**config.mk**
```make
export PLATFORM = sky130hd
export DESIGN_NAME = cmro_exec
export DESIGN_NICKNAME = d
export VERILOG_FILES = /design/src/cmro_pkg.sv /design/src/cmro_exec.sv
export SDC_FILE = /design/constraint.sdc
export NUM_CORES = 1
export LEC_CHECK = 0
export ABC_AREA = 1
export BUFFER_PORTS_ARGS = -buffer_cell sky130_fd_sc_hd__clkbuf_2
export CORE_ASPECT_RATIO = 0.7
export CORE_UTILIZATION = 31
export DETAILED_ROUTE_END_ITERATION = 10
export SLEW_MARGIN = 20
export SYNTH_ARGS = -nofsm -noshare
export SYNTH_HDL_FRONTEND = slang
export SYNTH_SLANG_ARGS = --single-unit
```
**constraint.sdc**
```tcl
create_clock -name clock -period 1.4 [get_ports clock]
set_input_delay 0.14 -clock clock [delete_from_list [all_inputs] [get_ports clock]]
set_output_delay 0.14 -clock clock [all_outputs]
set_load 0.05 [all_outputs]
```
**src/cmro_pkg.sv**
```systemverilog
// Purpose: constants, types and helpers for the move/OR/rotate executor
// Assumes: 14-bit instruction words, 8-bit data, 7-bit file addresses
// Notes:   opcode patterns are matched as value/mask pairs
// Notes on behaviour
// - OR immediate into accumulator, update zero
// - Load immediate into accumulator, flags kept
// - Load-immediate don't-care bits encoded as zero
// - OR accumulator with register, zero updated
// - Target bit one writes result to register
// - Store accumulator to register, flags kept
// - Copy register to accumulator or itself
// - Copy register updates zero for both targets
// - Rotate left through carry, result per target
// - Rotate to register changes only carry flag
`default_nettype none
package cmro_pkg;
	// ---------------------------------------------------------------
	// Widths and field positions
	// ---------------------------------------------------------------
	localparam int IW       = 14;
	localparam int DW       = 8;
	localparam int AW       = 7;
	localparam int PCW      = 13;
	localparam int DIR_BIT  = 7;
	localparam int MSB_BIT  = 7;

	// ---------------------------------------------------------------
	// Opcode value/mask pairs
	// ---------------------------------------------------------------
	localparam logic [IW-1:0] OPC_ORI  = 14'h3800;
	localparam logic [IW-1:0] MSK_ORI  = 14'h3F00;
	localparam logic [IW-1:0] OPC_LDI  = 14'h3000;
	localparam logic [IW-1:0] MSK_LDI  = 14'h3C00;
	localparam logic [IW-1:0] LDI_DC   = 14'h0300;
	localparam logic [IW-1:0] OPC_ORF  = 14'h0400;
	localparam logic [IW-1:0] MSK_ORF  = 14'h3F00;
	localparam logic [IW-1:0] OPC_STA  = 14'h0080;
	localparam logic [IW-1:0] MSK_STA  = 14'h3F80;
	localparam logic [IW-1:0] OPC_CPY  = 14'h0800;
	localparam logic [IW-1:0] MSK_CPY  = 14'h3F00;
	localparam logic [IW-1:0] OPC_NOP  = 14'h0000;
	localparam logic [IW-1:0] MSK_NOP  = 14'h3F9F;
	localparam logic [IW-1:0] OPC_RFI  = 14'h0009;
	localparam logic [IW-1:0] MSK_RFI  = 14'h3FFF;
	localparam logic [IW-1:0] OPC_RLC  = 14'h0D00;
	localparam logic [IW-1:0] MSK_RLC  = 14'h3F00;

	// ---------------------------------------------------------------
	// Reset values and cycle counts
	// ---------------------------------------------------------------
	localparam logic [DW-1:0]  ACC_RST = 8'h00;
	localparam logic [PCW-1:0] PC_RST  = 13'h0000;
	localparam logic [AW-1:0]  ADR_RST = 7'h00;
	localparam int LIT_CYCLES = 1;
	localparam int REG_CYCLES = 2;

	typedef enum logic [3:0] {
		OP_ORI, OP_LDI, OP_ORF, OP_STA, OP_CPY, OP_NOP, OP_RFI, OP_RLC, OP_BAD
	} cmro_op_t;

	typedef enum logic {ST_IDLE, ST_READ} cmro_state_t;

	// Pattern match used by the decoder
	function automatic logic cmro_hit(input logic [IW-1:0] w, input logic [IW-1:0] opc,
		input logic [IW-1:0] msk);
		return (w & msk) == opc;
	endfunction

	// Instruction classification
	function automatic cmro_op_t cmro_decode(input logic [IW-1:0] w);
		if (cmro_hit(w, OPC_ORI, MSK_ORI)) return OP_ORI;
		if (cmro_hit(w, OPC_LDI, MSK_LDI)) return OP_LDI;
		if (cmro_hit(w, OPC_ORF, MSK_ORF)) return OP_ORF;
		if (cmro_hit(w, OPC_STA, MSK_STA)) return OP_STA;
		if (cmro_hit(w, OPC_CPY, MSK_CPY)) return OP_CPY;
		if (cmro_hit(w, OPC_RFI, MSK_RFI)) return OP_RFI;
		if (cmro_hit(w, OPC_NOP, MSK_NOP)) return OP_NOP;
		if (cmro_hit(w, OPC_RLC, MSK_RLC)) return OP_RLC;
		return OP_BAD;
	endfunction

	// Builds a load-immediate word with don't-care bits at zero
	function automatic logic [IW-1:0] cmro_enc_ldi(input logic [DW-1:0] k);
		return (OPC_LDI & ~LDI_DC) | {6'h00, k};
	endfunction
endpackage
`default_nettype wire

```
**src/cmro_exec.sv**
```systemverilog
// Purpose: executes OR, load, move, idle, return-from-irq and rotate ops
// Assumes: file memory answers reg_addr combinationally on reg_rdata
// Notes:   literal ops retire in one cycle, file register ops in two
`timescale 1ns/1ps
`default_nettype none
module cmro_exec
	import cmro_pkg::*;
(
	input  wire logic            clock,         // Core clock, 10 MHz
	input  wire logic            rst_b,         // Synchronous reset, active low
	input  wire logic            instr_valid,   // Fetch offers a word
	input  wire logic [IW-1:0]   instr,         // Instruction word
	output var  logic            instr_ready,   // Executor can take a word
	input  wire logic [DW-1:0]   reg_rdata,     // File register read data
	output var  logic [AW-1:0]   reg_addr,      // File register address
	output var  logic [DW-1:0]   reg_wdata,     // File register write data
	output var  logic            reg_we,        // File register write pulse
	input  wire logic [PCW-1:0]  stack_head,    // Return stack head value
	output var  logic            stack_pop,     // Return stack pop pulse
	output var  logic [DW-1:0]   acc,           // Accumulator
	output var  logic            zero_flag,     // Zero status flag
	output var  logic            carry_flag,    // Carry status flag
	output var  logic [PCW-1:0]  pc,            // Program counter
	output var  logic            global_irq_enable, // Interrupt enable
	output var  logic            retire,        // Instruction finished pulse
	output var  logic            illegal        // Undecoded word pulse
);
	// ---------------------------------------------------------------
	// State and registers
	// ---------------------------------------------------------------
	cmro_state_t       state_q;
	cmro_op_t          op_q;
	logic              dir_q;
	logic              ready_q;
	logic [AW-1:0]     addr_q;
	logic [DW-1:0]     wdata_q;
	logic              we_q;
	logic              pop_q;
	logic [DW-1:0]     acc_q;
	logic              z_q;
	logic              c_q;
	logic [PCW-1:0]    pc_q;
	logic              gie_q;
	logic              retire_q;
	logic              bad_q;

	// Decode of the offered word and the rotate result
	cmro_op_t          op_now;
	logic              take;
	logic [DW-1:0]     rot_val;
	logic [DW-1:0]     or_val;

	assign op_now  = cmro_decode(instr);
	assign take    = instr_valid && ready_q && (state_q == ST_IDLE);
	assign rot_val = {reg_rdata[MSB_BIT-1:0], c_q};
	assign or_val  = acc_q | reg_rdata;

	// ---------------------------------------------------------------
	// Sequencing
	// ---------------------------------------------------------------
	// Register ops hold ready low for their read cycle
	always_ff @(posedge clock) begin
		if (!rst_b) begin
			state_q <= ST_IDLE;
			ready_q <= 1'b0;
		end else begin
			unique case (state_q)
				ST_IDLE: begin
					ready_q <= 1'b1;
					if (take && (op_now inside {OP_ORF, OP_STA, OP_CPY, OP_RLC})) begin
						state_q <= ST_READ;
						ready_q <= 1'b0;
					end
				end
				ST_READ: begin
					state_q <= ST_IDLE;
					ready_q <= 1'b1;
				end
			endcase
		end
	end

	// Operand capture; address held until the next register op
	always_ff @(posedge clock) begin
		if (!rst_b) begin
			op_q   <= OP_NOP;
			dir_q  <= 1'b0;
			addr_q <= ADR_RST;
		end else if (take) begin
			op_q  <= op_now;
			dir_q <= instr[DIR_BIT];
			if (op_now inside {OP_ORF, OP_STA, OP_CPY, OP_RLC})
				addr_q <= instr[AW-1:0];
		end
	end

	// ---------------------------------------------------------------
	// File register write back
	// ---------------------------------------------------------------
	// Write strobe lands one cycle after the read cycle
	always_ff @(posedge clock) begin
		if (!rst_b) begin
			we_q    <= 1'b0;
			wdata_q <= ACC_RST;
		end else begin
			we_q <= 1'b0;
			if (state_q == ST_READ) begin
				unique case (op_q)
					OP_ORF: begin
						we_q    <= dir_q;
						wdata_q <= or_val;
					end
					OP_STA: begin
						we_q    <= 1'b1;
						wdata_q <= acc_q;
					end
					OP_CPY: begin
						we_q    <= dir_q;
						wdata_q <= reg_rdata;
					end
					OP_RLC: begin
						we_q    <= dir_q;
						wdata_q <= rot_val;
					end
					default: we_q <= 1'b0;
				endcase
			end
		end
	end

	// ---------------------------------------------------------------
	// Accumulator and flags
	// ---------------------------------------------------------------
	// Literal ops act at the take edge, register ops after the read
	always_ff @(posedge clock) begin
		if (!rst_b) begin
			acc_q <= ACC_RST;
			z_q   <= 1'b0;
			c_q   <= 1'b0;
		end else if (take) begin
			if (op_now == OP_ORI) begin
				acc_q <= acc_q | instr[DW-1:0];
				z_q   <= (acc_q | instr[DW-1:0]) == ACC_RST;
			end else if (op_now == OP_LDI) begin
				acc_q <= instr[DW-1:0];
			end
		end else if (state_q == ST_READ) begin
			unique case (op_q)
				OP_ORF: begin
					if (!dir_q)
						acc_q <= or_val;
					z_q <= or_val == ACC_RST;
				end
				OP_CPY: begin
					if (!dir_q)
						acc_q <= reg_rdata;
					z_q <= reg_rdata == ACC_RST;
				end
				OP_RLC: begin
					if (!dir_q)
						acc_q <= rot_val;
					c_q <= reg_rdata[MSB_BIT];
				end
				default: acc_q <= acc_q;
			endcase
		end
	end

	// ---------------------------------------------------------------
	// Program counter, stack and interrupt enable
	// ---------------------------------------------------------------
	// Pop and reload happen together so the head is read only once
	always_ff @(posedge clock) begin
		if (!rst_b) begin
			pc_q  <= PC_RST;
			gie_q <= 1'b0;
			pop_q <= 1'b0;
		end else begin
			pop_q <= 1'b0;
			if (take) begin
				if (op_now == OP_RFI) begin
					pc_q  <= stack_head;
					gie_q <= 1'b1;
					pop_q <= 1'b1;
				end else begin
					pc_q <= pc_q + PCW'(1);
				end
			end
		end
	end

	// Completion and undecoded-word pulses
	always_ff @(posedge clock) begin
		if (!rst_b) begin
			retire_q <= 1'b0;
			bad_q    <= 1'b0;
		end else begin
			retire_q <= (take && !(op_now inside {OP_ORF, OP_STA, OP_CPY, OP_RLC}))
				|| (state_q == ST_READ);
			bad_q    <= take && (op_now == OP_BAD);
		end
	end

	// Outputs straight from the flip-flops
	assign instr_ready       = ready_q;
	assign reg_addr          = addr_q;
	assign reg_wdata         = wdata_q;
	assign reg_we            = we_q;
	assign stack_pop         = pop_q;
	assign acc               = acc_q;
	assign zero_flag         = z_q;
	assign carry_flag        = c_q;
	assign pc                = pc_q;
	assign global_irq_enable = gie_q;
	assign retire            = retire_q;
	assign illegal           = bad_q;
endmodule
`default_nettype wire

```
==> impl_results.md <==
- Sw Ratio: 0.293
- R2R cell count: 8
- Die width: 120 um
- Post-Route WL: 10.2 mm
- Clk Latency, worst-skew pair: ~300 ps
- Internal: 2.36 mW
- Hold/Removal Path Class: in2reg
- Via/cell ratio: 4.90
- Register area share after synthesis: 0.330
- Initial Util: 0.326
- Multi-input combinational cell area: roughly 1900 um^2
- Worst Setup End Kind: register
- WHS Path Cells: 3
- Worst path arrival time: 1650 ps
- Worst-Margin Slew: about 350 ps
- Core outline area: 9290 um^2
- Antenna violations before repair: 0
- PortBufs: 81
- Rows: 29
- Register Area: 1030 um^2
- CTS Buf Count: 5
- Post-route DRC: 0
- Setup WS post-layout: -28.7 ps
- TritonCTS sink count: 50
- Minimum clock period: 1430 ps
- TritonCTS clock tree: done
- Period utilisation layout: 1.02
- ANT nets after route: 0
- Ports: 82
- Max VDD drop: approximately 420 uV
- Root Buffer: clkbuf_16
- DIE HEIGHT: ~85 um
- YS warnings: 0
- Max-slew violation count: 0
- Pleak: between 1.5 and 2 nW
- Max-cap violations: 0
- Final hold violations: 0
- Grt met3 use: 0.0435
- Worst hold start: stack_head[0]
- GR Layer Usage met1: 0.313
- Unrepaired setup endpoints after global routing: yes
- Global placement routability congestion: 0.951
- Commonest cells after routing, fill and taps aside: 103 x nand2_1, 81 x clkbuf_2, 77 x nor2_1
- Crit path max fanout: 8
- Skew final: 3.68 ps
- Comb power frac: 0.172
- FFs w/ async S/R, synth: 0
- Critical Path Start: op_q[2]
- Grt met2 use: 0.275
- Layout cells sized above 1: 0.347
- Yosys reg bits: 50
- Vias in the first global route: about 3.2k
- Yosys cell types: 39
- CTS max path bufs: 2
- Critical path class: reg2reg
- Power share of the clock group: 0.388
- Psw: approximately 980 uW
- TNS Setup: -117 ps
- Commonest non-fill, non-tap cell in the layout: nand2_1
- Pre-antenna DRT Iters: 5
- DRT iter0 DRCs: 240
- Post-DR wirelength/cell: 14.0 um
- Peak Freq: 700 MHz
- Fin nets: roughly 640
- Dpl ws: -67.6 ps
- Power per cell area: 796 nW/um^2
- Reg power frac: 0.440
- Die area: between 10,000 and 15,000 um^2
- GRT Overall Usage: 0.203
- Global-route wire length before repair: about 16 mm
- Final setup viols: 11
- Synthesized instance count: 481
- Largest net degree at the start of global routing: 30
- Net Count, Synth: between 500 and 600
- Htree depth: 2
- Avg Inst Size Synth: 6.30 um^2
- Grt ovf: 0
- Req. time, crit path: 1630 ps
- Ant. Diodes: 0
- Worst relative slew slack: 0.769
- Most Crowded Layer GR: met1
- Failing checks: setup timing
- Crit Reg-Reg Startpoint: op_q[2]
- EDFF count, synth: 0
- Via count: 3,561
- Crit start category: register
- Area Overhead vs Synth: 38.1%
- Clk pin slew, worst setup/hold paths: 70 ps
- Filler cells: 1,007
- HPWL after detailed placement: between 7 and 8 mm
- Status: finished, violations left
- Mapped cell area: 3030 um^2
- Most used DFF post-synth: dfxtp_1
## state kept, by name, indices dropped and copies added (netlist names), 4 cells and up
signal / flops
pc: 13
acc: 8
reg_wdata: 8
reg_addr: 7
op_q: 4
## per-layer routing
layer / up-vias / part of all wire
li1: 1811 / -
met1: 1614 / 0.51
met2: 126 / 0.40
met3: 10 / 0.077
met4: 0 / 0.011
met5: - / 0
## worst max-delay path: stages, from the launching register on
cell     delay (ps)
dfxtp_2         370
nor2_1           90
nand3_1         130
nand2_1         110
o21ai_2         220
nand2_4         120
inv_4           110
nand2_1          60
a21oi_1         150
## power by group through the flow
stage               Combinational (mW)  Sequential [mW]  Clock (mW)
global placement                 0.527             1.49           0
global route                     0.625             1.47        1.35
detailed placement               0.525             1.50           0
finish                           0.573             1.47        1.29
CTS                              0.538             1.47        1.30
floorplan                        0.261             1.54           0
## per-stage QoR
stage / cell area [um^2] / power [mW] / hold WS, ps / std cells / utilization
4_1_cts: 4050 / 3.31 / 105 / 723 / 0.436
2_1_floorplan: 3060 / 1.80 / 280 / 481 / -
6_report: 4180 / 3.33 / 107 / 727 / 0.450
5_1_grt: 4180 / 3.45 / 140 / 727 / 0.450
3_3_place_gp: 3850 / 2.02 / 414 / 713 / 0.414
3_5_place_dp: 3850 / 2.02 / 411 / 713 / 0.414
## layout make-up
cell class / instances / area share
clock buffers: 6 / 0.0332
clock inverters: 2 / 0.00299
repair buffers: 126 / 0.183
well taps: 124 / 0.0371
flip-flops and latches: 50 / 0.246
inverters: 50 / 0.0481
multi-input cells: 369 / 0.449
## synth_stat cells, types with 5 or more instances
master,n,area [um^2]
nand3_1,40,200
nand3b_1,6,45.0
nor2_2,5,31.3
nand4_1,10,62.6
inv_1,41,154
clkbuf_1,5,18.8
dfxtp_1,50,1000
o21ai_0,28,140
nand2_1,107,402
buf_2,5,25.0
o21ai_1,9,45.0
inv_2,5,18.8
nor2_1,90,338
a21oi_1,33,165
## timing repair
item / in CTS / in global routing
gates cloned: 0 / 1
resized for setup: 9 / 37
endpoints found under the setup margin: 17 / 28
hold buffers: 0 / 0
pin swaps: 1 / 6
setup buffers: 2 / 3
## cells by family after synthesis
group / Yosys count / synth area share
fa+ha+maj: 1 / 0.00413
flops: 50 / 0.330
simple gates: 284 / 0.425
buf+inv: 63 / 0.0892
compound gates: 77 / 0.133
xor+xnor: 6 / 0.0173
## final timing paths
kind                                           to  slack, ps
worst max-delay path                       acc[0]        -30
worst min-delay path                        pc[0]        110
worst max register to register             acc[0]        -30
worst min register to register  global_irq_enable        460
Note: power is estimated with default switching activity, not from simulation.
